## src/rtl/mbx_consts.vh

```
// Constants of the host message mailbox: register indices, fields, resets
`ifndef MBX_CONSTS_VH
`define MBX_CONSTS_VH

// ======================================================================
// Register indices (byte address is four times the index)
`define IDX_RD_PTR 4'h0
`define IDX_WR_PTR 4'h1
`define IDX_DATA 4'h2
`define IDX_HOST_HDR 4'h3
`define IDX_HOST_CTRL_HI 4'h4
`define IDX_HOST_COUNT 4'h5
`define IDX_DEV_HDR 4'h6
`define IDX_DEV_CTRL_HI 4'h7
`define IDX_DEV_COUNT 4'h8
`define IDX_STATUS 4'h9
`define IDX_CONTROL 4'hA
`define IDX_DEV_ACK 4'hB
`define IDX_LAST 4'hB

// ======================================================================
// Field positions
`define STAT_BUSY_BIT 0
`define STAT_PEND_BIT 1
`define CTL_ATTN_EN_BIT 0
`define ACK_BIT 0
`define HDR_PATH_HI 7
`define HDR_PATH_LO 6

// ======================================================================
// Reset values and bus answers
`define RST_BYTE 8'h00
`define RST_ATTN_EN 1'b0
`define RESP_OKAY 2'h0
`define RESP_SLVERR 2'h2
`define MBX_AW 8

`endif

```

## src/rtl/mbx_ram.v

```verilog
// Byte-wide mailbox storage held in flip-flops, one write, one read port
`timescale 1ns/100ps
module mbx_ram #(
  parameter AW = 8
) (
  input wire sys_clk,
  input wire wr_en,
  input wire [AW-1:0] wr_addr,
  input wire [7:0] wr_data,
  input wire [AW-1:0] rd_addr,
  output wire [7:0] rd_data
);
  reg [7:0] mem_q [0:(1<<AW)-1];

  // ====================================================================
  // Storage
  // No reset: contents survive from one message to the next
  always @(posedge sys_clk) begin
    if (wr_en) begin
      mem_q[wr_addr] <= wr_data;
    end
  end

  assign rd_data = mem_q[rd_addr];
endmodule

```

## src/rtl/host_message_mailbox.v

```verilog
// Host message mailbox with AXI4-Lite registers and internal message ports
//
// Notes on behaviour
// - Write pointer advances per data write
// - Mailbox contents persist between messages
// - Header access commits, sets busy
// - Message moved to header-selected datapath
// - Attention asserted when message waits, enabled
// - Disabled attention still sets pending flag
// - Device presents control bytes with count
// - Read pointer advances per data read
// - Ack clear consumes message, frees mailbox
// - Ack alone discards whole message
// - Responses only after host request
// - Unmasked GPIO change sends level report
// - Zero count means no mailbox data
`timescale 1ns/100ps
`include "mbx_consts.vh"
module host_message_mailbox #(
  parameter AW = `MBX_AW,
  parameter GPIO_W = 8,
  parameter [7:0] GPIO_QUERY_HDR = 8'hF0,
  parameter [7:0] GPIO_REPORT_HDR = 8'hF1
) (
  input wire sys_clk,
  input wire rst_n,
  input wire [7:0] s_axi_awaddr,
  input wire s_axi_awvalid,
  output wire s_axi_awready,
  input wire [31:0] s_axi_wdata,
  input wire [3:0] s_axi_wstrb,
  input wire s_axi_wvalid,
  output wire s_axi_wready,
  output wire [1:0] s_axi_bresp,
  output wire s_axi_bvalid,
  input wire s_axi_bready,
  input wire [7:0] s_axi_araddr,
  input wire s_axi_arvalid,
  output wire s_axi_arready,
  output wire [31:0] s_axi_rdata,
  output wire [1:0] s_axi_rresp,
  output wire s_axi_rvalid,
  input wire s_axi_rready,
  output wire host_attention_line,
  output wire out_valid,
  input wire out_ready,
  output wire [7:0] out_data,
  output wire out_last,
  output wire out_empty,
  output wire [1:0] out_path,
  output wire [7:0] out_hdr,
  output wire [7:0] out_ctrl_hi,
  output wire [7:0] out_count,
  input wire dev_wr_en,
  input wire [AW-1:0] dev_wr_addr,
  input wire [7:0] dev_wr_data,
  input wire dev_msg_valid,
  output wire dev_msg_ready,
  input wire dev_msg_is_resp,
  input wire [7:0] dev_msg_hdr,
  input wire [7:0] dev_msg_ctrl_hi,
  input wire [7:0] dev_msg_count,
  input wire [GPIO_W-1:0] gpio_pins,
  input wire [GPIO_W-1:0] gpio_event_en
);
  localparam ST_IDLE = 1'b0;
  localparam ST_SEND = 1'b1;

  // Host-facing register state
  reg [AW-1:0] rd_ptr_q;
  reg [AW-1:0] wr_ptr_q;
  reg [7:0] host_hdr_q;
  reg [7:0] host_ctrl_q;
  reg [7:0] host_count_q;
  reg [7:0] dev_hdr_q;
  reg [7:0] dev_ctrl_q;
  reg [7:0] dev_count_q;
  reg busy_q;
  reg pending_q;
  reg attn_en_q;
  reg attn_q;
  // Bus slave state
  reg aw_got_q;
  reg w_got_q;
  reg [3:0] aw_idx_q;
  reg aw_bad_q;
  reg [7:0] wdata_q;
  reg wstrb0_q;
  reg bvalid_q;
  reg [1:0] bresp_q;
  reg rvalid_q;
  reg [31:0] rdata_q;
  reg [1:0] rresp_q;
  // Transfer engine and message sources
  reg state_q;
  reg [7:0] idx_q;
  reg [1:0] path_q;
  reg req_seen_q;
  reg gpio_want_q;
  reg [GPIO_W-1:0] gpio_s1_q;
  reg [GPIO_W-1:0] gpio_s2_q;
  reg [GPIO_W-1:0] gpio_old_q;

  wire [7:0] inbox_rd;
  wire [7:0] outbox_rd;

  // ====================================================================
  // Address decode
  wire [3:0] ar_idx = s_axi_araddr[5:2];
  wire ar_bad = (s_axi_araddr[7:6] != 2'h0) || (ar_idx > `IDX_LAST);
  wire [3:0] aw_idx = s_axi_awaddr[5:2];
  wire aw_bad = (s_axi_awaddr[7:6] != 2'h0) || (aw_idx > `IDX_LAST);

  // ====================================================================
  // AXI4-Lite handshakes; address and data may arrive in either order
  assign s_axi_awready = ~aw_got_q & ~bvalid_q;
  assign s_axi_wready = ~w_got_q & ~bvalid_q;
  assign s_axi_arready = ~rvalid_q;
  assign s_axi_bvalid = bvalid_q;
  assign s_axi_bresp = bresp_q;
  assign s_axi_rvalid = rvalid_q;
  assign s_axi_rdata = rdata_q;
  assign s_axi_rresp = rresp_q;

  wire aw_hs = s_axi_awvalid & s_axi_awready;
  wire w_hs = s_axi_wvalid & s_axi_wready;
  wire ar_hs = s_axi_arvalid & s_axi_arready;
  wire do_wr = aw_got_q & w_got_q & ~bvalid_q;
  // Only the low byte lane carries register data
  wire wr_ok = do_wr & ~aw_bad_q & wstrb0_q;
  wire rd_ok = ar_hs & ~ar_bad;

  // Host-to-device data, header, control-byte and count writes are locked out while a message is moving; pointer writes are not
  wire wr_open = wr_ok & ~busy_q;
  wire wr_data_port = wr_open & (aw_idx_q == `IDX_DATA);
  wire wr_rd_ptr = wr_ok & (aw_idx_q == `IDX_RD_PTR);
  wire wr_wr_ptr = wr_ok & (aw_idx_q == `IDX_WR_PTR);
  wire rd_data_port = rd_ok & (ar_idx == `IDX_DATA);

  // Either a write or a read of the header commits the message
  wire hdr_wr = wr_open & (aw_idx_q == `IDX_HOST_HDR);
  wire hdr_rd = rd_ok & (ar_idx == `IDX_HOST_HDR) & ~busy_q;
  wire commit = hdr_wr | hdr_rd;
  wire [7:0] commit_hdr = hdr_wr ? wdata_q : host_hdr_q;

  // Writing the ack byte with its bit low releases the outbox
  wire ack_clr = wr_ok & (aw_idx_q == `IDX_DEV_ACK) &
                 ~wdata_q[`ACK_BIT] & pending_q;

  // ====================================================================
  // Bus slave channel registers
  always @(posedge sys_clk or negedge rst_n) begin
    if (!rst_n) begin
      aw_got_q <= 1'b0;
      w_got_q <= 1'b0;
      aw_idx_q <= 4'h0;
      aw_bad_q <= 1'b0;
      wdata_q <= `RST_BYTE;
      wstrb0_q <= 1'b0;
      bvalid_q <= 1'b0;
      bresp_q <= `RESP_OKAY;
    end else begin
      if (aw_hs) begin
        aw_got_q <= 1'b1;
        aw_idx_q <= aw_idx;
        aw_bad_q <= aw_bad;
      end
      if (w_hs) begin
        w_got_q <= 1'b1;
        wdata_q <= s_axi_wdata[7:0];
        wstrb0_q <= s_axi_wstrb[0];
      end
      if (do_wr) begin
        aw_got_q <= 1'b0;
        w_got_q <= 1'b0;
        bvalid_q <= 1'b1;
        bresp_q <= aw_bad_q ? `RESP_SLVERR : `RESP_OKAY;
      end else if (bvalid_q & s_axi_bready) begin
        bvalid_q <= 1'b0;
      end
    end
  end

  // ====================================================================
  // Read data mux, captured when the address is taken
  reg [7:0] rd_byte;
  always @* begin
    rd_byte = 8'h00;
    case (ar_idx)
      `IDX_RD_PTR: rd_byte = rd_ptr_q;
      `IDX_WR_PTR: rd_byte = wr_ptr_q;
      `IDX_DATA: rd_byte = outbox_rd;
      `IDX_HOST_HDR: rd_byte = host_hdr_q;
      `IDX_HOST_CTRL_HI: rd_byte = host_ctrl_q;
      `IDX_HOST_COUNT: rd_byte = host_count_q;
      `IDX_DEV_HDR: rd_byte = dev_hdr_q;
      `IDX_DEV_CTRL_HI: rd_byte = dev_ctrl_q;
      `IDX_DEV_COUNT: rd_byte = dev_count_q;
      `IDX_STATUS: rd_byte = {6'h00, pending_q, busy_q};
      `IDX_CONTROL: rd_byte = {7'h00, attn_en_q};
      `IDX_DEV_ACK: rd_byte = {7'h00, pending_q};
      default: rd_byte = 8'h00;
    endcase
  end

  always @(posedge sys_clk or negedge rst_n) begin
    if (!rst_n) begin
      rvalid_q <= 1'b0;
      rdata_q <= 32'h00000000;
      rresp_q <= `RESP_OKAY;
    end else if (ar_hs) begin
      rvalid_q <= 1'b1;
      rdata_q <= ar_bad ? 32'h00000000 : {24'h000000, rd_byte};
      rresp_q <= ar_bad ? `RESP_SLVERR : `RESP_OKAY;
    end else if (rvalid_q & s_axi_rready) begin
      rvalid_q <= 1'b0;
    end
  end

  // ====================================================================
  // Pointers; a pointer write beats an auto-increment in the same cycle
  always @(posedge sys_clk or negedge rst_n) begin
    if (!rst_n) begin
      rd_ptr_q <= {AW{1'b0}};
      wr_ptr_q <= {AW{1'b0}};
    end else begin
      if (wr_rd_ptr) begin
        rd_ptr_q <= wdata_q[AW-1:0];
      end else if (rd_data_port) begin
        rd_ptr_q <= rd_ptr_q + 1'b1;
      end
      if (wr_wr_ptr) begin
        wr_ptr_q <= wdata_q[AW-1:0];
      end else if (wr_data_port) begin
        wr_ptr_q <= wr_ptr_q + 1'b1;
      end
    end
  end

  // ====================================================================
  // Host message header and control bytes
  always @(posedge sys_clk or negedge rst_n) begin
    if (!rst_n) begin
      host_hdr_q <= `RST_BYTE;
      host_ctrl_q <= `RST_BYTE;
      host_count_q <= `RST_BYTE;
      attn_en_q <= `RST_ATTN_EN;
    end else begin
      if (hdr_wr) begin
        host_hdr_q <= wdata_q;
      end
      if (wr_open & (aw_idx_q == `IDX_HOST_CTRL_HI)) begin
        host_ctrl_q <= wdata_q;
      end
      if (wr_open & (aw_idx_q == `IDX_HOST_COUNT)) begin
        host_count_q <= wdata_q;
      end
      if (wr_ok & (aw_idx_q == `IDX_CONTROL)) begin
        attn_en_q <= wdata_q[`CTL_ATTN_EN_BIT];
      end
    end
  end

  // ====================================================================
  // Transfer engine: drains the inbox to the selected datapath
  wire send_last = (host_count_q == 8'h00) ||
                   (idx_q == host_count_q - 8'h01);
  wire send_done = (state_q == ST_SEND) & out_ready & send_last;

  always @(posedge sys_clk or negedge rst_n) begin
    if (!rst_n) begin
      state_q <= ST_IDLE;
      idx_q <= 8'h00;
      path_q <= 2'h0;
      busy_q <= 1'b0;
    end else begin
      case (state_q)
        ST_IDLE: begin
          if (commit) begin
            state_q <= ST_SEND;
            idx_q <= 8'h00;
            path_q <= commit_hdr[`HDR_PATH_HI:`HDR_PATH_LO];
            busy_q <= 1'b1;
          end
        end
        ST_SEND: begin
          if (out_ready) begin
            if (send_last) begin
              state_q <= ST_IDLE;
              busy_q <= 1'b0;
            end else begin
              idx_q <= idx_q + 8'h01;
            end
          end
        end
        default: begin
          state_q <= ST_IDLE;
          busy_q <= 1'b0;
        end
      endcase
    end
  end

  assign out_valid = (state_q == ST_SEND);
  assign out_data = inbox_rd;
  assign out_last = send_last;
  assign out_empty = (host_count_q == 8'h00);
  assign out_path = path_q;
  assign out_hdr = host_hdr_q;
  assign out_ctrl_hi = host_ctrl_q;
  assign out_count = host_count_q;

  // ====================================================================
  // GPIO pins come from outside, so two flops before any use
  wire [GPIO_W-1:0] gpio_chg = (gpio_s2_q ^ gpio_old_q) & gpio_event_en;
  // Widened first, so any pin count yields one report byte
  wire [GPIO_W+7:0] gpio_level = {8'h00, gpio_s2_q};
  wire gpio_launch = gpio_want_q & ~pending_q;
  wire gpio_query = commit & (commit_hdr == GPIO_QUERY_HDR);

  always @(posedge sys_clk or negedge rst_n) begin
    if (!rst_n) begin
      gpio_s1_q <= {GPIO_W{1'b0}};
      gpio_s2_q <= {GPIO_W{1'b0}};
      gpio_old_q <= {GPIO_W{1'b0}};
      gpio_want_q <= 1'b0;
    end else begin
      gpio_s1_q <= gpio_pins;
      gpio_s2_q <= gpio_s1_q;
      gpio_old_q <= gpio_s2_q;
      // A new event in the launch cycle keeps the request alive
      gpio_want_q <= (gpio_want_q & ~gpio_launch) |
                     (|gpio_chg) | gpio_query;
    end
  end

  // ====================================================================
  // Outgoing messages; GPIO reports take precedence over others
  assign dev_msg_ready = ~pending_q & ~gpio_want_q &
                         (~dev_msg_is_resp | req_seen_q);
  wire dev_take = dev_msg_valid & dev_msg_ready;
  wire dev_mem_wr = dev_wr_en & ~pending_q; // outbox frozen while shown

  always @(posedge sys_clk or negedge rst_n) begin
    if (!rst_n) begin
      dev_hdr_q <= `RST_BYTE;
      dev_ctrl_q <= `RST_BYTE;
      dev_count_q <= `RST_BYTE;
      pending_q <= 1'b0;
      req_seen_q <= 1'b0;
      attn_q <= 1'b0;
    end else begin
      if (gpio_launch) begin
        dev_hdr_q <= GPIO_REPORT_HDR;
        dev_ctrl_q <= gpio_level[7:0];
        dev_count_q <= 8'h00;
      end else if (dev_take) begin
        dev_hdr_q <= dev_msg_hdr;
        dev_ctrl_q <= dev_msg_ctrl_hi;
        dev_count_q <= dev_msg_count;
      end
      // Set only when clear, so set and ack never meet in one cycle
      if (gpio_launch | dev_take) begin
        pending_q <= 1'b1;
      end else if (ack_clr) begin
        pending_q <= 1'b0;
      end
      if (commit) begin
        req_seen_q <= 1'b1;
      end else if (dev_take & dev_msg_is_resp) begin
        req_seen_q <= 1'b0;
      end
      attn_q <= pending_q & attn_en_q & ~ack_clr;
    end
  end

  assign host_attention_line = attn_q;

  // ====================================================================
  // Mailbox storage, one array per direction
  mbx_ram #(.AW(AW)) u_inbox (
    .sys_clk(sys_clk),
    .wr_en(wr_data_port),
    .wr_addr(wr_ptr_q),
    .wr_data(wdata_q),
    .rd_addr(idx_q[AW-1:0]),
    .rd_data(inbox_rd)
  );

  mbx_ram #(.AW(AW)) u_outbox (
    .sys_clk(sys_clk),
    .wr_en(dev_mem_wr),
    .wr_addr(dev_wr_addr),
    .wr_data(dev_wr_data),
    .rd_addr(rd_ptr_q),
    .rd_data(outbox_rd)
  );
endmodule

```

## config.mk

```make
export PLATFORM = sky130hd
export DESIGN_NAME = host_message_mailbox
export DESIGN_NICKNAME = d
export VERILOG_FILES = /design/src/rtl/mbx_ram.v /design/src/rtl/host_message_mailbox.v
export VERILOG_INCLUDE_DIRS = /design/src /design/src/rtl
export SDC_FILE = /design/constraint.sdc
export NUM_CORES = 2
export LEC_CHECK = 0
export ABC_AREA = 1
export BUFFER_PORTS_ARGS = -buffer_cell sky130_fd_sc_hd__buf_2
export CAP_MARGIN = 20
export CORE_ASPECT_RATIO = 1.25
export CORE_MARGIN = 2
export CORE_UTILIZATION = 25
export CTS_CLUSTER_SIZE = 28
export DETAILED_ROUTE_END_ITERATION = 12
export MAX_ROUTING_LAYER = met4
export PLACE_DENSITY = 0.37
export RECOVER_POWER = 25
export SYNTH_ARGS = -nofsm -noshare
export SYNTH_HDL_FRONTEND = slang
export SYNTH_HIERARCHICAL = 1
export SYNTH_SLANG_ARGS = --single-unit
```

## constraint.sdc

```tcl
create_clock -name sys_clk -period 4.23 [get_ports sys_clk]
set_input_delay 1.269 -clock sys_clk [delete_from_list [all_inputs] [get_ports sys_clk]]
set_output_delay 1.269 -clock sys_clk [all_outputs]
set_load 0.02 [all_outputs]
```

# [Word level (Yosys, flattened, before mapping)]
# Memories as Yosys holds them, arrays and structs flattened.
# Cells that the tools add are included.
[classes] add_sub_neg=4 magnitude_cmp=2 n_bitwise=57 reduce_logical=21 mux=43 eq_ne=24
[op_table] op="$mux W8" count=15
[op_table] op="$pmux W8 S12" count=1
[op_table] op="$and A1 B1 Y1" count=36
[op_table] op="$add A8 B1 Y8 const B" count=3
[op_table] op="$eq A4 B3 Y1 const B" count=6
[op_table] op="$eq A4 B4 Y1 const B" count=6
[op_table] op="$mux W1" count=22
[op_table] op="$reduce_bool A2 Y1" count=11
[op_table] op="$eq A4 B2 Y1 const B" count=4
[op_table] op="$pmux W8 S2" count=1
[op_table] op="$not A1 Y1" count=14
[op_table] op="$and A8 B8 Y8" count=1
[op_table] op="$eq A4 B1 Y1 const B" count=2
[op_table] op="$eq A8 B8 Y1" count=1
[op_table] op="$eq A8 B8 Y1 const B" count=1
[op_table] op="$gt A4 B4 Y1 const B" count=2
[op_table] op="$logic_not A4 Y1" count=2
[op_table] op="$logic_not A8 Y1" count=1
[op_table] op="$ne A2 B2 Y1 const B" count=4
[op_table] op="$reduce_or A8 Y1" count=1
[op_table] op="$sub A8 B1 Y8 const B" count=1
[op_table] op="$xor A8 B8 Y8" count=1
[op_table] op="$reduce_and A3 Y1" count=2
[op_table] op="$or A1 B1 Y1" count=5
[op_table] op="4 further kinds" count=8
[totals] n_memories=2 output_inout_bits=80 in_bits=119 mem_bits_rw=4096 elab_cells=184 ff_bits=159
[mem_list] name="u_inbox.mem_q" words=256 width=8 rd=1 rd_ports_with_merged_regs=0 write_ports=1 line="mbx_ram.v:13" source="reg [7:0] mem_q [0:(1<<AW)-1];"
[mem_list] name="u_outbox.mem_q" words=256 width=8 rd=1 rd_ports_with_merged_regs=0 write_ports=1 line="mbx_ram.v:13"

# [Logic depth before layout (Yosys ltp)]
[depth] depth_word=10 mapped_depth=19

# [Hierarchy]
# The synthesis kept the hierarchy.
[by_module_without_submodules] mod="mbx_ram" n_inst=2 cells_per_inst=6995 seq_area_each_um2=61499.0 area_each_um2=83236.1
[by_module_without_submodules] mod="host_message_mailbox" n_inst=1 cells_per_inst=787 seq_area_each_um2=3328.2 area_each_um2=6566.3

# [Least setup slack after synthesis]
# OpenSTA, ideal clock, no wires.
[synth_timing] path_kind="register -> register" start="register wdata_q[6]" end="register gpio_want_q" arrival_time_ns=4.240 slack_ns=-0.076 t_required_ns=4.164 synth_period_minus_slack_ns=4.306 setup_ns=0.066 stages_incl_launch_ff=6 path_buffers=0 cell_sequence="dfrtp_1 inv_1 o21ai_1 and2_0 nand3_1 nand2_1"
[synth_between] elab_chain_len=4
[synth_lines] item="start: declaration" line="host_message_mailbox.v:87" source="reg [7:0] wdata_q;"
[synth_lines] item="start signal: assignment" line="host_message_mailbox.v:158" source="wdata_q <= `RST_BYTE;"
[synth_lines] item="start signal: assignment" line="host_message_mailbox.v:170" source="wdata_q <= s_axi_wdata[7:0];"
[synth_lines] item="$mux W8"
[synth_lines] item="named net commit_hdr[6]" line="host_message_mailbox.v:144" source="wire [7:0] commit_hdr = hdr_wr ? wdata_q : host_hdr_q;"
[synth_lines] item="$eq A8 B8 Y1" line="host_message_mailbox.v:319" source="wire gpio_query = commit & (commit_hdr == GPIO_QUERY_HDR);"
[synth_lines] item="$and A1 B1 Y1" line="host_message_mailbox.v:319"
[synth_lines] item="$or A1 B1 Y1" line="host_message_mailbox.v:333" source="(|gpio_chg) | gpio_query;"
[synth_lines] item="end signal: assignment" line="host_message_mailbox.v:332" source="gpio_want_q <= (gpio_want_q & ~gpio_launch) |"
[synth_lines] item="end: declaration" line="host_message_mailbox.v:99" source="reg gpio_want_q;"
# The timed path passes the listed nets, and every way through them passes these cells.
# A chain may end at the register's enable or synchronous reset.

# [Worst setup path in the final report]
[layout_timing] start="register idx_q[0]" end="output port out_data[2]"
[layout_between] elab_chain_len=1
[layout_lines] item="start: declaration" line="host_message_mailbox.v:96" source="reg [7:0] idx_q;"
[layout_lines] item="start signal: assignment" line="host_message_mailbox.v:292" source="idx_q <= idx_q + 8'h01;"
[layout_lines] item="$mem_v2 Z256 W8"
[layout_lines] item="end: declaration" line="host_message_mailbox.v:47" source="output wire [7:0] out_data,"
# No other way between the ends.

==> impl_metrics.yaml <==
logic_synthesis:
  syn_area_per_cell_um2: 11.7
  synthFlopType: "edfxtp_1"
  yosys.area.top_type_share: 0.711
  yosysUniqueCellTypes: 45
  yosys.area.top_type: "edfxtp_1"
  ys_warn_count: 6
  async_flop_share: 0.0314
  syn_area_um2: 173000
  synth_area_leaders: "edfxtp_1, nand3_1, nand2_1"
  yosys-top-cells-count: "nand2_1, edfxtp_1, nand3_1, nor2_1, buf_2"
  yosysSeqAreaShare: 0.730
  synth_edf_count: 4096
  syn_inst: 14777
  yosysMostFrequentCell: "nand2_1"
  ys_seq_elements: 4229
drt:
  ant_nets: 0
  wl_per_cell_um: 23.9
  drt_wl_total_mm: 597
  vias_per_cell: 4.53
  vias: 113057
  first_pass_iters: 5
  drc: 0
  drt_iter0_markers: 7589
sta:
  rsz0062_at_grt: "true"
  min_period_ns: 4.97
  setup-violations-final: 22
  worst_pin_slew_ns: 3.37
  period_share: 1.17
  setup_slack_ns: -0.735
  clock.fmax_ghz: 0.201
  relSlewSlack: -1.25
  finalHoldViolCount: 0
  drv_slew: 1659
  fin_hold_ws_ns: 0.348
  fin_skew_ns: 0.0718
setup_path:
  worstSetupPathType: "flip-flop to output pin"
  critPathMaxFanout: 19
  r2r_slack_ns: 0.34
  r2r-end: "s_axi_rdata[0]"
  r2r_start: "rd_ptr_q[0]"
  critical_path_arrival_ns: 3.70
  rr_worst_depth: 17
  startpoint_type: "flip-flop"
  crit_path_end_kind: "output pin"
  crit_required_ns: 2.96
floorplan:
  die_w_um: 748
  die_area_um2: 699000
  die_y_um: 934
  core_area_um2: 690000
  pin_count: 199
  initial_core_util: 0.251
  num_rows: 341
worst_hold_path:
  hold_path.class: "flip-flop to flip-flop"
  hp-start: "gpio_s1_q[5]"
  min_to: "gpio_s2_q[5]"
  hold_depth: 0
layout:
  nFillCells: 70191
  seq_area_um2: 126000
  finalNetCount: 15588
  multi_input_area_um2: 43400
  area_growth_pct: 20.5
  drive_gt1_frac: 0.141
  instances_no_fill: 24951
clocking:
  htree_levels: 5
  cts.sinks: 4229
  cts_buffers: 473
  cts_tree: "built"
  cts_buffer_depth: 4
  clkLatencyLatePin_ns: 1.03
  cts.reportedPaths.clkPinSlew_ns: 0.06
  cts-root-buf: "clkbuf_16"
grt:
  grt_max_degree: 128
  antenna_found_initial: 14
  grt_pass1_wl_mm: 850
  grt_overflow: 0
  grt_pass1_vias: 112579
  grt_util_all_layers: 0.170
placement:
  placed_cells: 23998
  place.gp.congestion: 0.829
  port_buffers: 141
  hpwlAfterDp_mm: 365
pwr:
  ir_drop_uv: 696
  pwr_density_cell_nw_per_um2: 533
  total_leakage_power_nw: 72.7
  total_power_w: 0.111
run_status:
  violations: "capacitance limit, slew limit, setup timing"
  outcome: "finished with violations"
flow_run:
  drv_cap: 27
-- cell type report --
class,instances,share of cell area
inverters,172,0.00346
multi-input cells,9397,0.208
diodes,8,0.0000960
repair buffers,1189,0.0587
clock inverters,246,0.00869
repair inverters,2,0.000222
well taps,9089,0.0545
flip-flops and latches,4229,0.606
clock buffers,619,0.0602
-- worst max-delay path, stage by stage, from the launching register on --
cell and delay [ns]:
dfrtp_4 0.53, buf_4 0.17, buf_12 0.16, buf_12 0.16, bufbuf_16 0.29, nand2_1 0.07
nand3_1 0.07, nand3_1 0.15, nand3_2 0.11, nand3_1 0.17, nand3_2 0.16, nand3_4 0.16
nand2_2 0.10, nand2_2 0.09, nand2_4 0.10, buf_6 0.15
-- state kept, by name, summed over array words and instances, names as in the netlist, 2 cells and up --
signal	cells
out_ctrl_hi	8
out_hdr	8
u_inbox/mem_q	2048
wdata_q	8
wr_ptr_q	8
out_count	8
u_outbox/mem_q	2048
aw_idx_q	4
out_path	2
dev_hdr_q	8
dev_count_q	8
dev_ctrl_q	8
s_axi_rdata	8
gpio_s1_q	8
rd_ptr_q	8
gpio_s2_q	8
gpio_old_q	8
idx_q	8
-- layout by cell type, fill, tap and decap left out, drive strengths merged, types with 8 or more instances in the layout --
cell       n
inv      185
bufinv    23
nand3   4091
o21ai     42
nand2   4439
dfrtp    133
buf     1123
o221ai     8
clkinv   206
bufbuf    15
clkbuf   669
nor3      10
nor2     662
or2        9
diode      8
o22ai     18
a221oi    13
conb      26
edfxtp  4096
xor2      15
a21oi     38
-- worst max-delay path by stage --
stage                     endpoint  cells after the start        from  slack, ns
2_1_floorplan  host_attention_line                      4  wdata_q[0]        0.1
3_3_place_gp           out_data[5]                     14    idx_q[0]      -0.17
3_5_place_dp           out_data[5]                     14    idx_q[0]      -0.15
4_1_cts                out_data[2]                     16    idx_q[0]      -0.83
5_1_grt                out_data[7]                     16    idx_q[0]      -0.84
6_report               out_data[2]                     15    idx_q[0]      -0.74
-- power breakdown --
part	internal, W	leakage [nW]	switching [W]
Sequential	0.0491	38.2	0.00111
Combinational	0.00565	27.4	0.0159
Clock	0.0221	7.01	0.0172
-- repair_timing --
item,4_1_cts,5_1_grt
resized for setup,499,85
hold buffers,0,0
buffers inserted,38,6
endpoints found under the setup margin,9,9
cloned,32,4
hold endpoints to repair,0,0
pin swaps,98,32
-- per-layer routing --
layer | vias up | share of wire | track usage
li1 | 53706 | - | -
met1 | 56664 | 0.42 | 0.209
met4 | 0 | 0.027 | 0.0403
met5 | - | 0 | -
met3 | 717 | 0.031 | 0.0167
met2 | 1970 | 0.52 | 0.300
-- kinds of logic after synthesis --
| logic type | Yosys count | share of synthesized area |
|---|---|---|
| adder cells (fa/ha/maj) | 5 | 0.000362 |
| multiplexers | 1 | 0.0000651 |
| flip-flops | 4229 | 0.730 |
| buffers and inverters | 1176 | 0.0336 |
| AND/OR/NAND/NOR | 9216 | 0.230 |
| XOR/XNOR | 21 | 0.00106 |
| AO/OA/AOI/OAI | 128 | 0.00444 |
| other | 1 | 0.0000217 |
-- through the flow --
step	setup TNS [ns]	utilization	setup WS, ns	area (um2)
after floorplan	0	-	0.0957	173000
after global placement	-0.750	0.276	-0.168	190000
after detailed placement	-0.666	0.276	-0.148	190000
after CTS	-6.61	0.302	-0.834	208000
after global routing	-38.86	0.302	-0.835	209000
final	-6.04	0.302	-0.735	209000
No activity file was read; power rests on OpenSTA's default activity.
